==> src/rtl/irq_lost_rom_params.svh <==
`ifndef IRQ_LOST_ROM_PARAMS_SVH
`define IRQ_LOST_ROM_PARAMS_SVH

// Register byte offsets
`define OFS_IRQ_ENABLE        8'h38
`define OFS_LOST_PACKET_COUNT 8'h40
`define OFS_SERIAL_ROM_PORT   8'h48

// Interrupt enable register fields
`define BIT_NORMAL_CLASS_EN   16
`define BIT_ABNORMAL_CLASS_EN 15
`define BIT_FATAL_BUS_ERR_EN  13
`define BIT_TIMER_EXPIRY_EN   11
`define BIT_RX_WATCHDOG_EN    9
`define BIT_RX_STOPPED_EN     8
`define BIT_RX_DESC_UNAVAIL_EN 7
`define BIT_RX_DONE_EN        6
`define BIT_TX_UNDERFLOW_EN   5
`define BIT_TX_JABBER_EN      3
`define BIT_TX_DESC_UNAVAIL_EN 2
`define BIT_TX_STOPPED_EN     1
`define BIT_TX_DONE_EN        0
`define IRQ_ENABLE_WMASK      17'h1ABEF
`define IRQ_ENABLE_RESET      17'h00000
`define IRQ_SRC_WIDTH         17

// Lost packet counter fields
`define LOST_COUNT_WIDTH      16
`define BIT_LOST_OVERFLOW     16
`define LOST_COUNT_RESET      16'h0000

// Serial rom port fields
`define BIT_ROM_READ_CTRL     14
`define BIT_ROM_WRITE_CTRL    13
`define BIT_ROM_PATH_SELECT   11
`define BIT_ROM_FROM_CHIP     3
`define BIT_ROM_TO_CHIP       2
`define BIT_ROM_CLK           1
`define BIT_ROM_CS            0
`define ROM_PIN_RESET         1'b1
`define ROM_CTRL_RESET        1'b0

`endif

==> src/rtl/irq_lost_rom_pkg.sv <==
package irq_lost_rom_pkg;

  typedef enum logic [1:0] {
    SEL_NONE = 2'b00,
    SEL_IRQ  = 2'b01,
    SEL_LOST = 2'b10,
    SEL_ROM  = 2'b11
  } reg_sel_e;

  typedef enum logic {
    PH_IDLE   = 1'b0,
    PH_ANSWER = 1'b1
  } apb_phase_e;

  typedef struct packed {
    logic rd;
    logic wr;
    logic sel;
    logic di;
    logic clk;
    logic cs;
  } rom_port_s;

endpackage : irq_lost_rom_pkg

==> src/rtl/rom_sync_if.sv <==
`timescale 1ns/1ps
`default_nettype none

interface rom_sync_if;
  logic raw;
  logic synced;

  modport sync_side (input raw, output synced);
  modport user_side (output raw, input synced);
endinterface : rom_sync_if

`default_nettype wire

==> src/rtl/rom_pin_sync.sv <==
`timescale 1ns/1ps
`default_nettype none
`include "irq_lost_rom_params.svh"

module rom_pin_sync
(
  // Clock and reset
  input  wire logic          clk,
  input  wire logic          srst,
  // Pin path
  rom_sync_if.sync_side      port
);

  logic stage1;
  logic stage2;

  // Two flops, first one read only by the second
  always_ff @(posedge clk)
  begin
    if (srst)
    begin
      stage1 <= `ROM_PIN_RESET;
      stage2 <= `ROM_PIN_RESET;
    end
    else
    begin
      stage1 <= port.raw;
      stage2 <= stage1;
    end
  end

  assign port.synced = stage2;

endmodule : rom_pin_sync

`default_nettype wire

==> src/rtl/irq_enable_lost_count_rom_port.sv <==
// Functional notes
// Normal enable gates all normal sources
// Abnormal enable gates all abnormal sources
// Fatal bus error needs bit13 and abnormal
// Timer expiry needs bit11 and abnormal
// Rx watchdog needs bit9 and abnormal
// Rx stopped needs bit8 and abnormal
// Rx descriptor unavailable needs bit7, abnormal
// Rx done needs bit6 and normal
// Tx underflow needs bit5 and abnormal
// Tx jabber needs bit3 and abnormal
// Tx descriptor unavailable needs bit2, normal
// Tx stopped needs bit1 and abnormal
// Tx done needs bit0 and normal
// Count packets lost for lack of descriptors
// Reading lost count returns then clears it
// Overflow flag sticky until read
// Rom read enabled with read bit and select
// Rom write enabled with write bit and select
// Select clear disables rom access
// Bit3 reads rom data, resets to one
// Bit2 drives rom data line, resets one
// Bit1 drives rom clock, resets one
// Bit0 drives rom chip select, resets one
// Interrupt when enabled flag in enabled class
//
// The APB register port is this design's own decision.
`timescale 1ns/1ps
`default_nettype none
`include "irq_lost_rom_params.svh"

module irq_enable_lost_count_rom_port
  import irq_lost_rom_pkg::*;
(
  // Clock and reset
  input  wire logic        ref_clk,
  input  wire logic        srst,
  // APB slave
  input  wire logic        psel,
  input  wire logic        penable,
  input  wire logic        pwrite,
  input  wire logic [7:0]  paddr,
  input  wire logic [31:0] pwdata,
  output var  logic        pready,
  output var  logic [31:0] prdata,
  output var  logic        pslverr,
  // Interrupt sources and output
  input  wire logic [16:0] irq_status_flags,
  output var  logic        irq,
  // Lost packet event
  input  wire logic        rx_lost_pkt,
  // Serial rom pins
  input  wire logic        rom_serial_from_chip,
  output var  logic        rom_serial_to_chip,
  output var  logic        rom_clk,
  output var  logic        rom_cs,
  output var  logic        rom_read_en,
  output var  logic        rom_write_en
);

  // Address decode shared by read and write paths
  function automatic reg_sel_e decode(input logic [7:0] addr);
    reg_sel_e sel;
    case (addr)
      `OFS_IRQ_ENABLE:        sel = SEL_IRQ;
      `OFS_LOST_PACKET_COUNT: sel = SEL_LOST;
      `OFS_SERIAL_ROM_PORT:   sel = SEL_ROM;
      default:                sel = SEL_NONE;
    endcase
    return sel;
  endfunction : decode

  // Which summary enable governs each source bit
  function automatic logic is_normal(input int idx);
    logic n;
    case (idx)
      `BIT_RX_DONE_EN:         n = 1'b1;
      `BIT_TX_DESC_UNAVAIL_EN: n = 1'b1;
      `BIT_TX_DONE_EN:         n = 1'b1;
      default:                 n = 1'b0;
    endcase
    return n;
  endfunction : is_normal

  function automatic logic is_abnormal(input int idx);
    logic a;
    case (idx)
      `BIT_FATAL_BUS_ERR_EN:   a = 1'b1;
      `BIT_TIMER_EXPIRY_EN:    a = 1'b1;
      `BIT_RX_WATCHDOG_EN:     a = 1'b1;
      `BIT_RX_STOPPED_EN:      a = 1'b1;
      `BIT_RX_DESC_UNAVAIL_EN: a = 1'b1;
      `BIT_TX_UNDERFLOW_EN:    a = 1'b1;
      `BIT_TX_JABBER_EN:       a = 1'b1;
      `BIT_TX_STOPPED_EN:      a = 1'b1;
      default:                 a = 1'b0;
    endcase
    return a;
  endfunction : is_abnormal

  // State
  apb_phase_e                      phase;
  logic [`IRQ_SRC_WIDTH-1:0]       irq_enable_reg;
  logic [`LOST_COUNT_WIDTH-1:0]    lost_packet_count;
  logic                            lost_count_overflow;
  rom_port_s                       serial_rom_port_reg;
  logic [`IRQ_SRC_WIDTH-1:0]       gated_src;
  logic                            next_irq;
  logic [31:0]                     next_prdata;
  logic                            rom_from_chip_sync;

  // Bus handshake, decode, class enable and counter-full terms
  logic                            take;
  logic                            commit;
  reg_sel_e                        sel;
  logic                            normal_class_enable;
  logic                            abnormal_class_enable;
  logic                            count_full;

  assign sel                   = decode(paddr);
  assign take                  = psel && penable && (phase == PH_IDLE);
  assign commit                = psel && penable && pready;
  assign normal_class_enable   = irq_enable_reg[`BIT_NORMAL_CLASS_EN];
  assign abnormal_class_enable = irq_enable_reg[`BIT_ABNORMAL_CLASS_EN];
  assign count_full            = &lost_packet_count;

  // Rom data pin synchroniser
  rom_sync_if u_rom_if ();

  assign u_rom_if.raw       = rom_serial_from_chip;
  assign rom_from_chip_sync = u_rom_if.synced;

  rom_pin_sync u_rom_pin_sync
  (
    .clk  (ref_clk),
    .srst (srst),
    .port (u_rom_if.sync_side)
  );

  // APB phase tracking
  always_ff @(posedge ref_clk)
  begin
    if (srst)
    begin
      phase <= PH_IDLE;
    end
    else
    begin
      case (phase)
        PH_IDLE:
        begin
          if (take)
          begin
            phase <= PH_ANSWER;
          end
        end
        PH_ANSWER:
        begin
          phase <= PH_IDLE;
        end
        default:
        begin
          phase <= PH_IDLE;
        end
      endcase
    end
  end

  // APB answer
  always_ff @(posedge ref_clk)
  begin
    if (srst)
    begin
      pready  <= 1'b0;
      pslverr <= 1'b0;
      prdata  <= 32'h00000000;
    end
    else
    begin
      pready  <= take;
      pslverr <= take && (sel == SEL_NONE);
      if (take)
      begin
        prdata <= next_prdata;
      end
    end
  end

  // Read data mux
  always_comb
  begin
    next_prdata = 32'h00000000;
    if (!pwrite)
    begin
      case (sel)
        SEL_IRQ:
        begin
          next_prdata[`IRQ_SRC_WIDTH-1:0] = irq_enable_reg;
        end
        SEL_LOST:
        begin
          next_prdata[`LOST_COUNT_WIDTH-1:0] = lost_packet_count;
          next_prdata[`BIT_LOST_OVERFLOW]    = lost_count_overflow;
        end
        SEL_ROM:
        begin
          next_prdata[`BIT_ROM_READ_CTRL]   = serial_rom_port_reg.rd;
          next_prdata[`BIT_ROM_WRITE_CTRL]  = serial_rom_port_reg.wr;
          next_prdata[`BIT_ROM_PATH_SELECT] = serial_rom_port_reg.sel;
          next_prdata[`BIT_ROM_FROM_CHIP]   = rom_from_chip_sync;
          next_prdata[`BIT_ROM_TO_CHIP]     = serial_rom_port_reg.di;
          next_prdata[`BIT_ROM_CLK]         = serial_rom_port_reg.clk;
          next_prdata[`BIT_ROM_CS]          = serial_rom_port_reg.cs;
        end
        default:
        begin
          next_prdata = 32'h00000000;
        end
      endcase
    end
  end

  // Interrupt enable register
  always_ff @(posedge ref_clk)
  begin
    if (srst)
    begin
      irq_enable_reg <= `IRQ_ENABLE_RESET;
    end
    else if (commit && pwrite && (sel == SEL_IRQ))
    begin
      irq_enable_reg <= pwdata[`IRQ_SRC_WIDTH-1:0] & `IRQ_ENABLE_WMASK;
    end
  end

  // Per-source gating by own enable and class summary
  generate
    for (genvar i = 0; i < `IRQ_SRC_WIDTH; i++)
    begin : g_src
      if (is_normal(i))
      begin : g_norm
        assign gated_src[i] = irq_status_flags[i] & irq_enable_reg[i] & normal_class_enable;
      end
      else if (is_abnormal(i))
      begin : g_abn
        assign gated_src[i] = irq_status_flags[i] & irq_enable_reg[i] & abnormal_class_enable;
      end
      else
      begin : g_none
        assign gated_src[i] = 1'b0;
      end
    end
  endgenerate

  assign next_irq = |gated_src;

  // Interrupt output
  always_ff @(posedge ref_clk)
  begin
    if (srst)
    begin
      irq <= 1'b0;
    end
    else
    begin
      irq <= next_irq;
    end
  end

  // Lost packet counter, clear-on-read wins, a same-cycle event restarts it at one
  always_ff @(posedge ref_clk)
  begin
    if (srst)
    begin
      lost_packet_count <= `LOST_COUNT_RESET;
    end
    else if (take && !pwrite && (sel == SEL_LOST))
    begin
      lost_packet_count <= rx_lost_pkt ? 16'h0001 : `LOST_COUNT_RESET;
    end
    else if (rx_lost_pkt)
    begin
      lost_packet_count <= lost_packet_count + 16'h0001;
    end
  end

  // Overflow flag, set beats clear-on-read
  always_ff @(posedge ref_clk)
  begin
    if (srst)
    begin
      lost_count_overflow <= 1'b0;
    end
    else if (rx_lost_pkt && count_full)
    begin
      lost_count_overflow <= 1'b1;
    end
    else if (take && !pwrite && (sel == SEL_LOST))
    begin
      lost_count_overflow <= 1'b0;
    end
  end

  // Serial rom port register
  always_ff @(posedge ref_clk)
  begin
    if (srst)
    begin
      serial_rom_port_reg.rd  <= `ROM_CTRL_RESET;
      serial_rom_port_reg.wr  <= `ROM_CTRL_RESET;
      serial_rom_port_reg.sel <= `ROM_CTRL_RESET;
      serial_rom_port_reg.di  <= `ROM_PIN_RESET;
      serial_rom_port_reg.clk <= `ROM_PIN_RESET;
      serial_rom_port_reg.cs  <= `ROM_PIN_RESET;
    end
    else if (commit && pwrite && (sel == SEL_ROM))
    begin
      serial_rom_port_reg.rd  <= pwdata[`BIT_ROM_READ_CTRL];
      serial_rom_port_reg.wr  <= pwdata[`BIT_ROM_WRITE_CTRL];
      serial_rom_port_reg.sel <= pwdata[`BIT_ROM_PATH_SELECT];
      serial_rom_port_reg.di  <= pwdata[`BIT_ROM_TO_CHIP];
      serial_rom_port_reg.clk <= pwdata[`BIT_ROM_CLK];
      serial_rom_port_reg.cs  <= pwdata[`BIT_ROM_CS];
    end
  end

  // Serial rom pins and access enables
  always_ff @(posedge ref_clk)
  begin
    if (srst)
    begin
      rom_serial_to_chip <= `ROM_PIN_RESET;
      rom_clk            <= `ROM_PIN_RESET;
      rom_cs             <= `ROM_PIN_RESET;
      rom_read_en        <= 1'b0;
      rom_write_en       <= 1'b0;
    end
    else
    begin
      rom_serial_to_chip <= serial_rom_port_reg.di;
      rom_clk            <= serial_rom_port_reg.clk;
      rom_cs             <= serial_rom_port_reg.cs;
      rom_read_en        <= serial_rom_port_reg.rd & serial_rom_port_reg.sel;
      rom_write_en       <= serial_rom_port_reg.wr & serial_rom_port_reg.sel;
    end
  end

endmodule : irq_enable_lost_count_rom_port

`default_nettype wire

==> config.mk <==
export PLATFORM = sky130hd
export DESIGN_NAME = irq_enable_lost_count_rom_port
export DESIGN_NICKNAME = d
export VERILOG_FILES = /design/src/rtl/irq_lost_rom_pkg.sv /design/src/rtl/rom_sync_if.sv /design/src/rtl/rom_pin_sync.sv /design/src/rtl/irq_enable_lost_count_rom_port.sv
export VERILOG_INCLUDE_DIRS = /design/src /design/src/rtl
export SDC_FILE = /design/constraint.sdc
export NUM_CORES = 1
export LEC_CHECK = 0
export BUFFER_PORTS_ARGS = -buffer_cell sky130_fd_sc_hd__buf_2
export CAP_MARGIN = 40
export CORE_ASPECT_RATIO = 2
export CORE_MARGIN = 4
export CORE_UTILIZATION = 41
export DETAILED_ROUTE_END_ITERATION = 10
export GPL_TIMING_DRIVEN = 0
export PLACE_DENSITY = 0.75
export SLEW_MARGIN = 20
export SYNTH_ARGS = -nofsm -noshare
export SYNTH_HDL_FRONTEND = slang
export SYNTH_SLANG_ARGS = --single-unit
==> constraint.sdc <==
create_clock -name ref_clk -period 4.23 [get_ports ref_clk]
set_input_delay 0.423 -clock ref_clk [delete_from_list [all_inputs] [get_ports ref_clk]]
set_output_delay 0.423 -clock ref_clk [all_outputs]
set_load 0.01 [all_outputs]
# ---- Word level (Yosys, flattened, before mapping)
# Index checks and enable logic that the tools add are counted.
dict set report totals {
  register_bits 79
  in_bits 64
  elab_cells 84
}
dict set report classes {
  addsub 1
  n_eq_ne 6
  n_mux 15
  bitwise 25
  n_reduce_logical 16
}
# cell count
set op_table {}
lappend op_table {{16-bit 2-to-1 mux} 2}
lappend op_table {{1-bit AND} 24}
lappend op_table {{17-bit 2-to-1 mux} 1}
lappend op_table {{16-bit by 1-bit adder with 16-bit output (second input constant)} 1}
lappend op_table {{8-bit by 7-bit == test with 1-bit output (second input constant)} 2}
lappend op_table {{16-bit AND reduction} 1}
lappend op_table {{7-bit one-hot mux with 2 select lines} 1}
lappend op_table {{2-bit one-hot mux with 3 select lines} 2}
lappend op_table {{4-bit one-hot mux with 3 select lines} 1}
lappend op_table {{11-bit OR reduction} 1}
lappend op_table {{1-bit logical AND} 10}
lappend op_table {{8-bit by 6-bit == test with 1-bit output (second input constant)} 1}
lappend op_table {{1-bit 2-to-1 mux} 5}
lappend op_table {{2-bit == test (second input constant)} 2}
lappend op_table {{2-bit one-hot mux with 2 select lines} 1}
lappend op_table {{2-bit nonzero test} 2}
lappend op_table {{1-bit one-hot mux with 3 select lines} 1}
lappend op_table {{2-bit by 1-bit == test with 1-bit output (second input constant)} 1}
lappend op_table {{2-bit logical NOT} 1}
lappend op_table {{1-bit one-hot mux with 2 select lines} 1}
lappend op_table {{1-bit logical NOT} 1}
lappend op_table {{1-bit NOT} 1}

# ---- Depth between registers and ports, before layout
dict set report depth {
  ltp_word 6
  mapped_depth 9
  ltp_nobuf 7
}

# ---- Cells and area by module
# A second synthesis with hierarchy kept.
dict set report unflattened {
  cells_unflattened 347
  area_unflattened_um2 3061.7
}
# module n_inst cells_each area_each_um2
set modules_own_cells {}
lappend modules_own_cells {irq_enable_lost_count_rom_port 1 343 3009.1}
lappend modules_own_cells {rom_pin_sync 1 4 52.6}

# ---- Worst setup path before layout
# No wires, ideal clock.
dict set report synth_path {
  path_kind {input to register}
  start {input paddr[2]}
  end {register lost_packet_count[0]}
  setup_time_ns 0.121
  arrival_time_ns 2.101
  path_slack_ns 2.009
  stages 8
  path_buffers 1
  path_cell_list {nor4_1 -> clkbuf_1 -> nand2_1 -> inv_1 -> ha_1 -> nand2b_1 -> o21ai_0 -> mux2_2}
}
dict set report synth_between {
  elab_chain_len 5
}
# item line
set synth_lines {}
lappend synth_lines {{start, declared} irq_enable_lost_count_rom_port.sv:42} ;# input wire logic [7:0] paddr,
lappend synth_lines {{8-bit by 7-bit == test with 1-bit output or 8-bit by 6-bit == test with 1-bit output (tied branches)} irq_enable_lost_count_rom_port.sv:64} ;# case (addr)
lappend synth_lines {{2-bit one-hot mux with 3 select lines *} irq_enable_lost_count_rom_port.sv:64}
lappend synth_lines {{2-bit == test *} irq_enable_lost_count_rom_port.sv:277} ;# else if (take && !pwrite && (sel == SEL_LOST))
lappend synth_lines {{1-bit logical AND *} irq_enable_lost_count_rom_port.sv:277}
lappend synth_lines {{16-bit 2-to-1 mux or 2-bit nonzero test (tied branches)} --}
lappend synth_lines {{end signal, assigned} irq_enable_lost_count_rom_port.sv:275} ;# lost_packet_count <= `LOST_COUNT_RESET;
lappend synth_lines {{end signal, assigned} irq_enable_lost_count_rom_port.sv:279} ;# lost_packet_count <= rx_lost_pkt ? 16'h0001 : `LOST_COUNT_RESET;
lappend synth_lines {{end signal, assigned} irq_enable_lost_count_rom_port.sv:283} ;# lost_packet_count <= lost_packet_count + 16'h0001;
lappend synth_lines {{end, declared} irq_enable_lost_count_rom_port.sv:104} ;# logic [`LOST_COUNT_WIDTH-1:0] lost_packet_count;
# Mark *: on every way between the ends. The rest lies on a longest branch, timed or not.
# A chain may end at the register's enable or synchronous reset.

# ---- Final worst setup path
dict set report layout_path {
  start {input paddr[2]}
  end {register lost_packet_count[3]}
}
# Same word-level chain as after synthesis.

==> impl_metrics.env <==
export IMPL_outcome="complete, no violations"
export IMPL_final_util_pct=52.6
export IMPL_detail_route_first_pass_iterations=8
export IMPL_global_route_usage_total_pct=18.9
export IMPL_post_cts_repair_setup_buffers=0
export IMPL_critPathMaxFanout=10
export IMPL_clkLatencyLatePin_ns=0.33
export IMPL_detailroute_via_count=2909
export IMPL_tritoncts="built"
export IMPL_htree_num_levels=3
export IMPL_drt_first_iter_violations=181
export IMPL_path_delay_family="simple AND/OR/NAND/NOR gates"
export IMPL_critical_path_class="input pin to flip-flop"
export IMPL_synthesis_warning_total=0
export IMPL_vias_per_cell=5.48
export IMPL_synth_ff_type="sky130_fd_sc_hd__dfxtp_1"
export IMPL_synth_distinct_cells=39
export IMPL_fin_worst_skew_ns=0.00632
export IMPL_drt_antenna_violating_nets=0
export IMPL_setup_total_negative_slack_ns=0
export IMPL_dp_hpwl_um=6580
export IMPL_synthesis_area_per_instance_um2=8.82
export IMPL_core_rowCount=44
export IMPL_wl_um=8430
export IMPL_crit_buf_inv=4
export IMPL_critPathArrivalTime_ns=2.62
export IMPL_timing_max_transition_violations_final=0
export IMPL_grt_first_pass_wirelength_um=13400
export IMPL_path_common_cell="sky130_fd_sc_hd__buf_2"
export IMPL_power_leakage_nw=1.49
export IMPL_synth_ff_latch_count=64
export IMPL_syn_area_mm2=0.00306
export IMPL_post_synth_inst_count=347
export IMPL_start_util_pct=42.1
export IMPL_die_width_um=69.1
export IMPL_dieHeight_um=130
export IMPL_antenna_cells_inserted=0
export IMPL_worst_setup_hold_path_clk_slew_ns=0.05
export IMPL_irDropWorstVdd_v=0.000348
export IMPL_root_buffer="sky130_fd_sc_hd__clkbuf_16"
export IMPL_synth_yosys_seq_area_share_pct=41.9
export IMPL_cts_sinks=64
export IMPL_p_sw_uw=310
export IMPL_gp_congestion=0.895
export IMPL_power_density_mw_per_mm2=365
export IMPL_worst_endpoint_required_ns=4.44
export IMPL_postSynth_asyncResetShare_pct=0
export IMPL_antenna_found_initial=0
export IMPL_clock_path_buffers=2
export IMPL_worstSetupStartpointType="input pin"
export IMPL_io_buffers=62
export IMPL_drt_drc_violations_left=0
export IMPL_number_of_flops_mapped_to_enable_cells_by_yosys=0
export IMPL_floorplan_die_area_mm2=0.00899
export IMPL_rsz_0062_raised_after_global_routing="false"
export IMPL_syn_to_final_growth_pct=24.9
export IMPL_power_sequential_fraction_pct=43.8
export IMPL_clock_fmax_mhz=415
export IMPL_global_route_overflow_total=0
export IMPL_fraction_of_layout_instances_using_a_drive_strength_above_1_pct=27.3
export IMPL_clockPowerShare_pct=50.1
export IMPL_nFillCells=733
export IMPL_setup_violations=0
export IMPL_io_pin_count=104
export IMPL_first_global_vias=2773
export IMPL_placeableCoreArea_mm2=0.00727
export IMPL_cts_buffers=9
export IMPL_timing_worst_slew_pin_value_ns=0.563
export IMPL_min_delay_path_class="input pin to flip-flop"
export IMPL_slowest_delay_ns=0.38
export IMPL_portion_of_total_power_attributed_to_combinational_logic_pct=6.1
export IMPL_timing_slew_headroom_pct=62.1
export IMPL_final_period_utilization_pct=57.0
export IMPL_final_hold_viol_count=0
export IMPL_min_period_ns=2.41
export IMPL_maxCapViolations=0
export IMPL_internal_power_mw=1.08
export IMPL_grt_start_max_net_pins=11
export IMPL_total_of_cells_resized_after_clock_tree_synthesis=0
export IMPL_hold_buffers=0
export IMPL_cpMaxStageDelayCell="sky130_fd_sc_hd__clkbuf_1"
export IMPL_design_final_nets=503
export IMPL_largest_register_ff_count=17
export IMPL_timing_critical_path_to_type="flip-flop"
export IMPL_critical_path_cell_chain="buf_2 -> nor4_1 -> clkbuf_1 -> nand2_1 -> inv_1 -> ha_1 -> nor2b_1 -> a21o_1 -> buf_2 -> nor2_1"
export IMPL_post_drt_wl_per_cell_um=15.9
export IMPL_power_switching_fraction_pct=22.2
[final timing paths]
path                                            start                          to  depth (start not counted)  slack [ns]
worst min-delay path             rom_serial_from_chip       u_rom_pin_sync.stage1                          2        0.28
worst max register to register   lost_packet_count[0]       lost_packet_count[14]                          4        2.51
worst max-delay path                         paddr[2]        lost_packet_count[3]                         10        1.82
worst min register to register  u_rom_pin_sync.stage1  u_rom_pin_sync.port.synced                          1        0.42
[routing by layer]
metal / track usage [%] / vias up / share of wire [%]
met4: 14.6 / 0 / 5.8
met2: 34.7 / 122 / 54
met5: 0 / - / 0
li1: - / 1411 / -
met1: 18.3 / 1344 / 34
met3: 3.70 / 32 / 5.8
[placed cells by master (no fill, tap or decap), types with 2 or more instances in the layout]
cell type / synthesis / layout
sky130_fd_sc_hd__buf_2: 12 / 74
sky130_fd_sc_hd__dfxtp_1: 64 / 64
sky130_fd_sc_hd__a21oi_1: 32 / 32
sky130_fd_sc_hd__nand3_1: 27 / 27
sky130_fd_sc_hd__o21ai_0: 26 / 26
sky130_fd_sc_hd__nand2_1: 23 / 23
sky130_fd_sc_hd__nor2_1: 20 / 20
sky130_fd_sc_hd__buf_4: 16 / 16
sky130_fd_sc_hd__conb_1: 1 / 15
sky130_fd_sc_hd__nand4_1: 14 / 14
sky130_fd_sc_hd__a22o_1: 12 / 12
sky130_fd_sc_hd__mux2i_1: 11 / 11
sky130_fd_sc_hd__clkbuf_1: 9 / 10
sky130_fd_sc_hd__clkbuf_16: 0 / 9
sky130_fd_sc_hd__inv_1: 8 / 8
sky130_fd_sc_hd__nand2b_1: 8 / 8
sky130_fd_sc_hd__a221oi_2: 7 / 7
sky130_fd_sc_hd__a222oi_1: 7 / 7
sky130_fd_sc_hd__nor2b_1: 6 / 6
sky130_fd_sc_hd__nor4_1: 5 / 5
sky130_fd_sc_hd__or3_1: 5 / 5
sky130_fd_sc_hd__ha_1: 5 / 5
sky130_fd_sc_hd__o31ai_1: 3 / 3
sky130_fd_sc_hd__or4_1: 3 / 3
sky130_fd_sc_hd__xor2_1: 3 / 3
sky130_fd_sc_hd__clkbuf_8: 0 / 3
sky130_fd_sc_hd__clkinv_2: 0 / 3
sky130_fd_sc_hd__and4_1: 2 / 2
sky130_fd_sc_hd__buf_1: 2 / 2
sky130_fd_sc_hd__buf_6: 2 / 2
sky130_fd_sc_hd__or2_2: 2 / 2
sky130_fd_sc_hd__and2_1: 2 / 2
[cells in the mapped netlist (9+ instances only)]
cell type                   n  area share [%]
sky130_fd_sc_hd__nand2_1   23             2.8
sky130_fd_sc_hd__nand3_1   27             4.4
sky130_fd_sc_hd__nor2_1    20             2.5
sky130_fd_sc_hd__clkbuf_1   9             1.1
sky130_fd_sc_hd__dfxtp_1   64              42
sky130_fd_sc_hd__mux2i_1   11             3.6
sky130_fd_sc_hd__nand4_1   14             2.9
sky130_fd_sc_hd__a22o_1    12             3.4
sky130_fd_sc_hd__o21ai_0   26             4.3
sky130_fd_sc_hd__buf_4     16             3.9
sky130_fd_sc_hd__buf_2     12             2.0
sky130_fd_sc_hd__a21oi_1   32             5.2
[worst reg2reg max path, cell delays in order, from the launching register on]
cell	delay, ns
sky130_fd_sc_hd__dfxtp_1	0.41
sky130_fd_sc_hd__ha_1	0.26
sky130_fd_sc_hd__nand3_1	0.18
sky130_fd_sc_hd__nor4_1	0.53
sky130_fd_sc_hd__mux2i_1	0.26
[stage by stage]
step	cell area, um^2	cells	power, mW	worst slack, ns	hold slack (ns)
2_1_floorplan	3110	361	0.672	2.01	0.389
3_3_place_gp	3540	515	0.706	1.56	0.392
3_5_place_dp	3540	515	0.707	1.53	0.403
4_1_cts	3820	531	1.40	1.84	0.268
5_1_grt	3820	531	1.43	1.49	0.308
6_report	3820	531	1.39	1.82	0.275
[logic make-up (layout without fill, tap and decap cells)]
kind of cell | Yosys count | in the layout | synth area share (%)
AOI/OAI and AO/OA | 91 | 91 | 20.4
and+or+nand+nor | 122 | 122 | 21.8
adders and majority gates | 5 | 5 | 2.04
buffers and inverters | 49 | 127 | 8.96
muxes | 12 | 12 | 3.97
other | 1 | 15 | 0.123
DFF | 64 | 64 | 41.9
xor gates and xnor gates | 3 | 3 | 0.859
[power groups by stage]
stage,Combinational (mW),Clock (mW),Sequential [mW]
3_3_place_gp,0.0831,0,0.622
6_report,0.0857,0.698,0.610
2_1_floorplan,0.0504,0,0.622
4_1_cts,0.0848,0.703,0.610
5_1_grt,0.0943,0.728,0.610
3_5_place_dp,0.0846,0,0.623
[layout make-up]
type | count | area, um^2 | share of cell area [%]
inverters | 8 | 30.0 | 0.786
plain buffers | 41 | 244 | 6.38
clock buffers | 13 | 270 | 7.07
clock inverters | 3 | 15.0 | 0.393
flip-flops and latches | 64 | 1280 | 33.5
multi-input cells | 248 | 1560 | 40.7
repair buffers | 62 | 310 | 8.12
well taps | 92 | 115 | 3.01
(Power assumes the default switching activity.)
